[config.mk]
export PLATFORM = sky130hd
export DESIGN_NAME = eipc_ctrl
export DESIGN_NICKNAME = d
export VERILOG_FILES = /design/src/include/eipc_pkg.sv /design/src/core/eipc_ctrl.sv
export SDC_FILE = /design/constraint.sdc
export NUM_CORES = 1
export LEC_CHECK = 0
export ABC_CLOCK_PERIOD_IN_PS = 7900
export BUFFER_PORTS_ARGS = -buffer_cell sky130_fd_sc_hd__buf_4
export CORE_MARGIN = 2
export CORE_UTILIZATION = 56
export DETAILED_ROUTE_END_ITERATION = 8
export MAX_ROUTING_LAYER = met4
export PLACE_DENSITY_LB_ADDON = 0.2
export SYNTH_ARGS = -nofsm -noshare
export SYNTH_HDL_FRONTEND = slang
export SYNTH_SLANG_ARGS = --single-unit
[constraint.sdc]
create_clock -name ref_clk -period 7.9 [get_ports ref_clk]
set_input_delay 0 -clock ref_clk [delete_from_list [all_inputs] [get_ports ref_clk]]
set_output_delay 0 -clock ref_clk [all_outputs]
set_load 0.005 [all_outputs]
[src/include/eipc_pkg.sv]
// eipc_pkg: shared constants for the external request priority controller
// assumes a 10 MHz ref_clk and a 32-bit APB register port
package eipc_pkg;
  // ----------------------------------------------------------------
  // sizes
  // ----------------------------------------------------------------
  localparam int unsigned NUM_PINS   = 4;
  localparam int unsigned LVL_W      = 4;
  localparam int unsigned VEC_W      = 8;
  localparam int unsigned ADDR_W     = 8;
  localparam int unsigned DATA_W     = 32;
  localparam int unsigned STS_W      = 5;

  // ----------------------------------------------------------------
  // register byte addresses
  // ----------------------------------------------------------------
  localparam logic [7:0] ADDR_CSR    = 8'h00; // irq_control_status
  localparam logic [7:0] ADDR_MODE   = 8'h04; // pin usage and vector source
  localparam logic [7:0] ADDR_PRIO   = 8'h08; // per-pin level, 4 bits each
  localparam logic [7:0] ADDR_ISTS   = 8'h0c; // sticky event status, read only
  localparam logic [7:0] ADDR_ICLR   = 8'h10; // write one to clear, write only
  localparam logic [7:0] ADDR_IEN    = 8'h14; // event enable
  localparam logic [7:0] ADDR_ACCEPT = 8'h18; // last offered level and last accepted vector

  // ----------------------------------------------------------------
  // field positions
  // ----------------------------------------------------------------
  localparam int unsigned CSR_SENSE_LSB = 8;  // two bits per pin, pin n at 2n+9:2n+8
  localparam int unsigned CSR_PIN_LSB   = 4;
  localparam int unsigned CSR_FLAG_LSB  = 0;
  localparam int unsigned MODE_VEC_BIT  = 0;  // vector_source_mode_bit
  localparam int unsigned MODE_USE_BIT  = 1;  // pin_usage_mode_bit
  localparam int unsigned ISTS_ACC_BIT  = 4;  // bits 3:0 edge seen per pin
  localparam int unsigned ACC_LVL_LSB   = 8;

  // ----------------------------------------------------------------
  // reset values and encodings
  // ----------------------------------------------------------------
  localparam logic [7:0]  SENSE_RST  = 8'h00; // low-level detection on all pins
  localparam logic [1:0]  SENSE_LOW  = 2'h0;
  localparam logic [1:0]  SENSE_RISE = 2'h1;
  localparam logic [1:0]  SENSE_FALL = 2'h2;
  localparam logic [1:0]  SENSE_BOTH = 2'h3;
  localparam logic [1:0]  MODE_RST   = 2'h0;  // encoded-level use, auto vector
  localparam logic [15:0] PRIO_RST   = 16'h0000;
  localparam logic [7:0]  AUTO_VEC_BASE = 8'h40; // level 1 gives 64, 14 and 15 give 71
  localparam logic [7:0]  EXT_VEC_MASK  = 8'h7f; // external vector numbers 0..127

  // ----------------------------------------------------------------
  // compare stage timing: half core, one bus, one and a half peripheral
  // ----------------------------------------------------------------
  localparam int unsigned CLK_PERIOD_NS = 100;
  localparam int unsigned CORE_CYC_NS   = 100;
  localparam int unsigned EBUS_CYC_NS   = 100;
  localparam int unsigned PERI_CYC_NS   = 100;
  localparam int unsigned CMP_TIME_NS   =
    (CORE_CYC_NS / 2) + EBUS_CYC_NS + ((3 * PERI_CYC_NS) / 2);
  localparam int unsigned CMP_CYC_RAW   =
    (CMP_TIME_NS + CLK_PERIOD_NS - 1) / CLK_PERIOD_NS;
  localparam int unsigned CMP_CYC       = (CMP_CYC_RAW < 1) ? 1 : CMP_CYC_RAW;
  localparam int unsigned CNT_W         = 4;

  // ----------------------------------------------------------------
  // compare stage states
  // ----------------------------------------------------------------
  typedef enum logic [2:0] {
    ST_IDLE = 3'b001,
    ST_CMP  = 3'b010,
    ST_REQ  = 3'b100
  } eipc_state_t;
endpackage : eipc_pkg

[src/core/eipc_ctrl.sv]
// eipc_ctrl: four request pins, detection, arbitration and core hand-off
// assumes an APB master on ref_clk and a processor core that pulses cpuAck
//
// Function
// RULE1 - two-bit sense per pin: low level, rising, falling, both; reset low level
// RULE2 - four read-only pin level bits, one for high; writes ignored
// RULE3 - in level mode a flag reads one while its pin is low
// RULE4 - in edge mode the selected edge sets the pin flag
// RULE5 - edge flag clears only by writing zero after reading it as one
// RULE6 - edge flag also clears when its interrupt is accepted
// RULE7 - highest programmed level among pending requests wins; others stay pending
// RULE8 - equal levels resolved by fixed default order
// RULE9 - winner held if level not above cpu mask, else signalled to core
// RULE10 - core checks request at next decode and enters exception handling
// RULE11 - core pushes status register and program counter on entry
// RULE12 - core copies accepted level into its mask field
// RULE13 - external vector mode takes vector from eight data inputs at fetch
// RULE14 - core jumps to vector table handler without delay slot
// RULE15 - compare stage takes half core, one bus, one and half peripheral cycles
// RULE16 - mode bit picks separate pins or encoded levels 1..15; encoded at reset
// RULE17 - vector mode bit picks internal or external vector, external 0..127
// RULE18 - pins synchronised before level or edge detection
`timescale 1ns/1ps
module eipc_ctrl
#(
  parameter int unsigned CMP_CYCLES = eipc_pkg::CMP_CYC
)
(
  // clock and reset
  input  wire logic                           ref_clk,
  input  wire logic                           resetn,
  // apb slave
  input  wire logic                           psel,
  input  wire logic                           penable,
  input  wire logic                           pwrite,
  input  wire logic [eipc_pkg::ADDR_W-1:0]    paddr,
  input  wire logic [eipc_pkg::DATA_W-1:0]    pwdata,
  output logic      [eipc_pkg::DATA_W-1:0]    prdata,
  output logic                                pready,
  output logic                                pslverr,
  // request pins, active low
  input  wire logic [eipc_pkg::NUM_PINS-1:0]  requestPinsN,
  // processor core side
  input  wire logic [eipc_pkg::LVL_W-1:0]     cpuMaskLevel,
  input  wire logic                           cpuAck,
  input  wire logic [eipc_pkg::VEC_W-1:0]     extData,
  output logic                                cpuIrq,
  output logic      [eipc_pkg::LVL_W-1:0]     cpuIrqLevel,
  output logic      [eipc_pkg::VEC_W-1:0]     acceptVector,
  // event interrupt
  output logic                                ctrlIrq
);
  import eipc_pkg::*;

  // ----------------------------------------------------------------
  // reset release
  // ----------------------------------------------------------------
  logic [1:0] rstSync_ff;
  logic       rstN;
  // release through two flops so every register leaves reset on one edge
  always_ff @(posedge ref_clk or negedge resetn)
  begin
    if (!resetn)
      rstSync_ff <= 2'h0;
    else
      rstSync_ff <= {rstSync_ff[0], 1'b1};
  end
  assign rstN = rstSync_ff[1];

  // ----------------------------------------------------------------
  // pin synchronisers
  // ----------------------------------------------------------------
  logic [NUM_PINS-1:0] pinS1_ff;
  logic [NUM_PINS-1:0] pinS2_ff;
  logic [NUM_PINS-1:0] pinS3_ff;
  logic [NUM_PINS-1:0] pinState_ff;   // one = pin high
  logic [NUM_PINS-1:0] pinPrev_ff;
  // three stages; a level counts only once stages two and three agree
  always_ff @(posedge ref_clk or negedge rstN)
  begin
    if (!rstN)
      {pinS3_ff, pinS2_ff, pinS1_ff} <= '1;
    else
      {pinS3_ff, pinS2_ff, pinS1_ff} <= {pinS2_ff, pinS1_ff, requestPinsN}; // RULE18
  end
  // filtered level and its previous value feed the edge detector
  always_ff @(posedge ref_clk or negedge rstN)
  begin
    if (!rstN)
      {pinState_ff, pinPrev_ff} <= '1;
    else
    begin
      for (int i = 0; i < NUM_PINS; i++)
        if (pinS2_ff[i] == pinS3_ff[i])
          pinState_ff[i] <= pinS3_ff[i]; // RULE18
      pinPrev_ff <= pinState_ff;
    end
  end

  // ----------------------------------------------------------------
  // apb decode
  // ----------------------------------------------------------------
  logic apbAccess;
  logic apbWr;
  logic apbRd;
  logic hitCsr;
  logic hitMode;
  logic hitPrio;
  logic hitIclr;
  logic hitIen;
  logic mapped;
  // zero wait states, so every access completes in its first access cycle
  assign apbAccess = psel & penable;
  assign apbWr     = apbAccess & pwrite;
  assign apbRd     = apbAccess & ~pwrite;
  assign hitCsr    = (paddr == ADDR_CSR);
  assign hitMode   = (paddr == ADDR_MODE);
  assign hitPrio   = (paddr == ADDR_PRIO);
  assign hitIclr   = (paddr == ADDR_ICLR);
  assign hitIen    = (paddr == ADDR_IEN);
  assign mapped    = hitCsr | hitMode | hitPrio | hitIclr | hitIen |
                     (paddr == ADDR_ISTS) | (paddr == ADDR_ACCEPT);
  assign pready    = 1'b1;
  assign pslverr   = apbAccess & ~mapped;

  // ----------------------------------------------------------------
  // software control registers
  // ----------------------------------------------------------------
  logic [7:0]       senseSel_ff;
  logic [1:0]       mode_ff;
  logic [15:0]      prio_ff;
  logic [STS_W-1:0] irqEn_ff;
  // sense, mode, priority and enable; pin level bits have no storage
  always_ff @(posedge ref_clk or negedge rstN)
  begin
    if (!rstN)
    begin
      senseSel_ff <= SENSE_RST; // RULE1
      mode_ff     <= MODE_RST;  // RULE16
      prio_ff     <= PRIO_RST;
      irqEn_ff    <= '0;
    end
    else if (apbWr)
    begin
      if (hitCsr)
        senseSel_ff <= pwdata[CSR_SENSE_LSB +: 8]; // RULE1 RULE2
      if (hitMode)
        mode_ff <= pwdata[1:0]; // RULE16 RULE17
      if (hitPrio)
        prio_ff <= pwdata[15:0];
      if (hitIen)
        irqEn_ff <= pwdata[STS_W-1:0];
    end
  end

  // ----------------------------------------------------------------
  // detection
  // ----------------------------------------------------------------
  logic [NUM_PINS-1:0] edgeHit;
  logic [NUM_PINS-1:0] levelMode;
  logic [NUM_PINS-1:0] edgeFlag_ff;
  logic [NUM_PINS-1:0] nxt_edgeFlag;
  logic [NUM_PINS-1:0] armed_ff;
  logic [NUM_PINS-1:0] flagView;
  logic [NUM_PINS-1:0] ackClear;
  logic                useIrq;
  assign useIrq = mode_ff[MODE_USE_BIT];
  // selected edges per pin from consecutive filtered samples
  always_comb
  begin
    for (int i = 0; i < NUM_PINS; i++)
    begin
      logic [1:0] s;
      logic       rise;
      logic       fall;
      s    = senseSel_ff[2*i +: 2];
      rise = pinState_ff[i] & ~pinPrev_ff[i];
      fall = ~pinState_ff[i] & pinPrev_ff[i];
      levelMode[i] = (s == SENSE_LOW);
      edgeHit[i]   = ((s == SENSE_RISE) & rise) | ((s == SENSE_FALL) & fall) |
                     ((s == SENSE_BOTH) & (rise | fall)); // RULE4 RULE1
      flagView[i]  = levelMode[i] ? ~pinState_ff[i] : edgeFlag_ff[i]; // RULE3
    end
  end
  // edge flags: a new edge beats any clear in the same cycle
  always_comb
  begin
    nxt_edgeFlag = edgeFlag_ff;
    for (int i = 0; i < NUM_PINS; i++)
    begin
      if (apbWr & hitCsr & armed_ff[i] & ~pwdata[CSR_FLAG_LSB + i])
        nxt_edgeFlag[i] = 1'b0; // RULE5
      if (ackClear[i])
        nxt_edgeFlag[i] = 1'b0; // RULE6
      if (levelMode[i])
        nxt_edgeFlag[i] = 1'b0;
      if (edgeHit[i])
        nxt_edgeFlag[i] = 1'b1; // RULE4
    end
  end
  always_ff @(posedge ref_clk or negedge rstN)
  begin
    if (!rstN)
      edgeFlag_ff <= '0;
    else
      edgeFlag_ff <= nxt_edgeFlag;
  end
  // a read that sees a one arms that flag for the next zero write
  always_ff @(posedge ref_clk or negedge rstN)
  begin
    if (!rstN)
      armed_ff <= '0;
    else if (apbRd & hitCsr)
      armed_ff <= edgeFlag_ff & ~levelMode; // RULE5
    else if (apbWr & hitCsr)
      armed_ff <= '0; // RULE5
  end

  // ----------------------------------------------------------------
  // arbitration
  // ----------------------------------------------------------------
  logic [LVL_W-1:0]    winLevel;
  logic [1:0]          winPin;
  logic                winValid;
  // scan from the lowest default rank up, so ties keep the lower pin index
  always_comb
  begin
    winLevel = '0;
    winPin   = 2'h0;
    winValid = 1'b0;
    if (useIrq)
    begin
      for (int i = NUM_PINS - 1; i >= 0; i--)
        if (flagView[i] && (prio_ff[LVL_W*i +: LVL_W] >= winLevel) &&
            (prio_ff[LVL_W*i +: LVL_W] != '0))
        begin
          winLevel = prio_ff[LVL_W*i +: LVL_W]; // RULE7 RULE8
          winPin   = 2'(i);
          winValid = 1'b1;
        end
    end
    else
    begin
      winLevel = ~pinState_ff; // RULE16
      winValid = (winLevel != '0);
    end
  end

  // ----------------------------------------------------------------
  // compare stage and core hand-off
  // ----------------------------------------------------------------
  eipc_state_t       state_ff;
  eipc_state_t       nxt_state;
  logic [CNT_W-1:0]  cmpCnt_ff;
  logic [LVL_W-1:0]  heldLevel_ff;
  logic              aboveMask;
  logic              offerOk;
  logic              accept;
  assign aboveMask = winValid & (winLevel > cpuMaskLevel); // RULE9
  assign offerOk   = (state_ff == ST_REQ) & aboveMask & (winLevel == cpuIrqLevel); // RULE9
  assign accept    = offerOk & cpuAck;
  assign cpuIrq    = offerOk; // RULE9
  // the winning level must stay stable for the whole compare time; a new level recompares
  always_comb
  begin
    nxt_state = state_ff;
    unique case (state_ff)
      ST_IDLE:
        if (aboveMask)
          nxt_state = ST_CMP;
      ST_CMP:
        if (!aboveMask || (winLevel != heldLevel_ff))
          nxt_state = ST_IDLE;
        else if (cmpCnt_ff == CNT_W'(CMP_CYCLES - 1))
          nxt_state = ST_REQ; // RULE15
      ST_REQ:
        if (!offerOk || accept)
          nxt_state = ST_IDLE; // RULE9
    endcase
  end
  always_ff @(posedge ref_clk or negedge rstN)
  begin
    if (!rstN)
      state_ff <= ST_IDLE;
    else
      state_ff <= nxt_state;
  end
  // compare counter and the level under comparison
  always_ff @(posedge ref_clk or negedge rstN)
  begin
    if (!rstN)
    begin
      cmpCnt_ff    <= '0;
      heldLevel_ff <= '0;
    end
    else if (state_ff == ST_CMP)
      cmpCnt_ff <= cmpCnt_ff + CNT_W'(1); // RULE15
    else
    begin
      cmpCnt_ff    <= CNT_W'(1);
      heldLevel_ff <= winLevel;
    end
  end
  // level latched on entry to the request; it stays as the last offered level
  always_ff @(posedge ref_clk or negedge rstN)
  begin
    if (!rstN)
      cpuIrqLevel <= '0;
    else if ((state_ff == ST_CMP) && (nxt_state == ST_REQ))
      cpuIrqLevel <= heldLevel_ff;
  end
  assign ackClear = (accept & useIrq & ~levelMode[winPin]) ?
                    (NUM_PINS'(1) << winPin) : '0; // RULE6
  // vector captured at the acceptance, which is the vector fetch cycle
  always_ff @(posedge ref_clk or negedge rstN)
  begin
    if (!rstN)
      acceptVector <= '0;
    else if (accept)
    begin
      if (mode_ff[MODE_VEC_BIT])
        acceptVector <= extData & EXT_VEC_MASK; // RULE13 RULE17
      else
        acceptVector <= AUTO_VEC_BASE + VEC_W'(winLevel >> 1); // RULE17
    end
  end

  // ----------------------------------------------------------------
  // event status and interrupt
  // ----------------------------------------------------------------
  logic [STS_W-1:0] irqSts_ff;
  logic [STS_W-1:0] stsSet;
  logic [STS_W-1:0] stsClr;
  assign stsSet = {accept, edgeHit};
  assign stsClr = (apbWr & hitIclr) ? pwdata[STS_W-1:0] : '0;
  // set wins over a clear in the same cycle
  always_ff @(posedge ref_clk or negedge rstN)
  begin
    if (!rstN)
      irqSts_ff <= '0;
    else
      irqSts_ff <= (irqSts_ff & ~stsClr) | stsSet;
  end
  assign ctrlIrq = |(irqSts_ff & irqEn_ff);

  // ----------------------------------------------------------------
  // read data
  // ----------------------------------------------------------------
  always_comb
  begin
    prdata = '0;
    if (apbRd)
    begin
      if (hitCsr)
        prdata[15:0] = {senseSel_ff, pinState_ff, flagView}; // RULE2 RULE3
      else if (hitMode)
        prdata[1:0] = mode_ff;
      else if (hitPrio)
        prdata[15:0] = prio_ff;
      else if (paddr == ADDR_ISTS)
        prdata[STS_W-1:0] = irqSts_ff;
      else if (hitIen)
        prdata[STS_W-1:0] = irqEn_ff;
      else if (paddr == ADDR_ACCEPT)
        prdata[15:0] = {4'h0, cpuIrqLevel, acceptVector};
    end
  end
endmodule : eipc_ctrl

==> impl_metrics.py <==
metrics = {
    "place": {
        "place_inst": 801,
        "hpwl_um": 12200,
        "gp_congestion": 0.925,
        "place_ws_ps": -95.4,
        "io_buffers": 74,
    },
    "clock_network": {
        "cts_tree": "done",
        "cts_buffers": 9,
        "worstSkewPairLatency_ps": 370,
        "clock-sinks": 88,
        "h-tree-depth": 3,
        "clk_pin_slew_worst_paths_ps": 90,
        "cts_root_buf": "clkbuf_8",
        "clk_path_buf_depth": 2,
    },
    "worst_setup_path": {
        "crit_family": "compound AO/OA/AOI/OAI gates",
        "end_kind": "flop",
        "critical_path_required_ps": 8160,
        "crit_slowest_cell": "dfrtp_2",
        "critPathArrivalTime_ps": 7920,
        "crit_path_start_kind": "flop",
        "critPathMaxStageDelay_ps": 440,
        "critPathKind": "reg -> reg",
        "path_max_fanout": 7,
        "r2r_slack_ps": 230,
        "path_buf_inv": 1,
    },
    "synth": {
        "synth_cell_type_count": 72,
        "syn_inst": 590,
        "synth_area_leaders": "dfrtp_1 (30%), dfstp_2 (10%), ha_1 (5.7%)",
        "yosysWarnings": 0,
        "synthFlopType": "dfrtp_1",
        "yosysMostFrequentCell": "nand2_1",
        "synth_edf_count": 0,
        "netlist_area_mm2": 0.00550,
        "postSynth.asyncResetShare_pct": 100,
        "yosysTopAreaCell": "dfrtp_1",
        "synth_top_area_share_pct": 30.5,
        "avgSynthCellArea_um2": 9.32,
        "synth-seq-cells": 88,
        "synthTopCellsByCount": "nand2_1 (72), dfrtp_1 (67), o21ai_0 (42), nor2_1 (38), inv_1 (31)",
        "yosysSeqAreaShare_pct": 40.5,
    },
    "floorplanning": {
        "fp.dieW_um": 103,
        "initial_utilization_pct": 57.1,
        "dieArea_mm2": 0.0106,
        "die_h_um": 103,
        "core_area_mm2": 0.00964,
        "std_cell_rows": 36,
        "ioPinCount": 110,
    },
    "detailed_routing": {
        "wire_per_inst_um": 19.1,
        "vias": 5163,
        "drt_iter0_drc": 310,
        "via_per_inst": 6.04,
        "final_antenna_net_count": 0,
        "wl_um": 16300,
        "first_pass_iters": 6,
        "drc_errors": 0,
    },
    "sta": {
        "rsz0062_at_grt": "false",
        "slew_violations": 0,
        "hold_viol": 0,
        "finalCritPeriodShare_pct": 97.1,
        "max_freq_ghz": 0.130,
        "min_period_ps": 7670,
        "fin_ws_ps": 232,
        "setup_viol": 0,
        "tightestPinTransition_ps": 1070,
        "clock_skew_ps": 13.8,
        "maxSlewHeadroom_pct": 27.9,
        "setup_tns_ps": 0,
    },
    "layout": {
        "multiInputGateArea_mm2": 0.00310,
        "final_util_pct": 71.6,
        "nets": 804,
        "num_antenna_cells": 0,
        "nFillCells": 768,
        "area_growth_pct": 25.5,
        "seqCellArea_mm2": 0.00223,
        "final_cells": 855,
        "drive_gt1_share_pct": 29.2,
    },
    "power_and_ir_drop": {
        "p_leak_uw": 0.00323,
        "p_per_area_mw_per_mm2": 162,
        "ir_drop_mv": 0.183,
    },
    "global_routing": {
        "antenna_found_initial": 0,
        "grt_pass1_vias": 4896,
        "grt_util_all_layers_pct": 33.2,
        "grt_pass1_wl_um": 25700,
        "grt-ovfl-total": 0,
        "grt_max_degree": 87,
    },
    "hold_path": {
        "hp-class": "in -> reg",
    },
    "run_status": {
        "status": "finished, final reports clean",
    },
    "job": {
        "max_cap_viol_count": 0,
    },
}
worst min-delay path, cell delays in order:
cell	delay, ps
buf_4	80
nand2_1	40
o21ai_0	80
mux2_4	150
state kept, by name, summed over array words and instances (netlist names), 5 cells and up:
name / cells
prio_ff: 16
senseSel_ff: 8
acceptVector: 7
irqEn_ff: 5
irqSts_ff: 5
cell families (layout without fill, tap and decap cells):
group	Yosys count	in the layout	synth area share (%)
mux	36	36	7.69
flops	88	88	40.5
fa+ha+maj	29	29	6.41
buf+inv	70	185	6.28
simple gates	202	202	18.6
other cells	2	19	0.137
xor+xnor	13	13	2.07
compound gates	150	150	18.3
routing by layer:
layer	vias up	GRT usage [%]	part of all wire, %
met5	-	-	0
li1	2350	-	-
met2	251	52.1	48
met1	2527	42.6	41
met3	35	5.69	7.5
met4	0	14.2	3.1
report_power, final:
part / internal (µW) / leakage, µW / switching [µW] / total, µW
Sequential: 495 / 0.00108 / 65.4 / 561
Clock: 119 / 0.0000850 / 171 / 290
Combinational: 130 / 0.00207 / 140 / 270
cells in the final DEF, fill, tap and decap left out, drive strengths merged, types with 5 or more instances in the layout:
master,netlist,layout
a21oi,24,24
xnor2,6,6
nor3,17,17
nand3,11,11
a211oi,8,8
nor2,38,38
xor2,7,7
dfstp,21,21
o211ai,6,6
and3,6,6
nand2b,11,11
or3,11,11
o21ai,43,43
inv,31,33
clkbuf,18,10
mux2,32,32
nor4,10,10
nand2,72,72
a222oi,5,5
ha,25,25
o31ai,5,5
conb,2,19
a22oi,7,7
buf,21,110
dlygate4sd3,0,28
dfrtp,67,67
a21o,9,9
a31oi,9,9
path summary, 6_finish.rpt:
| path | start | endpoint | cells past startpoint |
|---|---|---|---|
| worst max-delay path | senseSel_ff[7] | cpuIrqLevel[2] | 32 |
| worst min register to register | pinS1_ff[0] | pinS2_ff[0] | 0 |
| worst max register to register | senseSel_ff[7] | cpuIrqLevel[2] | 32 |
| worst min-delay path | extData[2] | acceptVector[2] | 4 |
| min in group asynchronous | resetn | rstSync_ff[1] | 3 |
| max in group asynchronous | rstSync_ff[1] | senseSel_ff[7] | 0 |
layout make-up:
cell class	instances	area share (%)
Timing Repair Buffer	138	16.1
Multi-Input combinational cell	449	44.9
Clock inverter	6	0.761
Clock buffer	10	1.85
Tap cell	133	2.41
Sequential cell	88	32.4
Inverter	31	1.69
timing repair:
item,in CTS,in global routing
setup buffers,0,10
cloned,0,0
endpoints found under the hold margin,48,0
hold buffers,28,0
gates resized for setup,2,27
pin swaps,1,17
setup endpoints to repair,9,20
through the flow:
step	hold WS [ps]	cell area, µm²	power, µW
after CTS	7.85	6730	1110
after global routing	42.5	6900	1180
after global placement	-217	6260	798
after floorplan	-296	5570	722
after detailed placement	-217	6260	811
final	7.01	6900	1120
(Power assumes the default switching activity.)
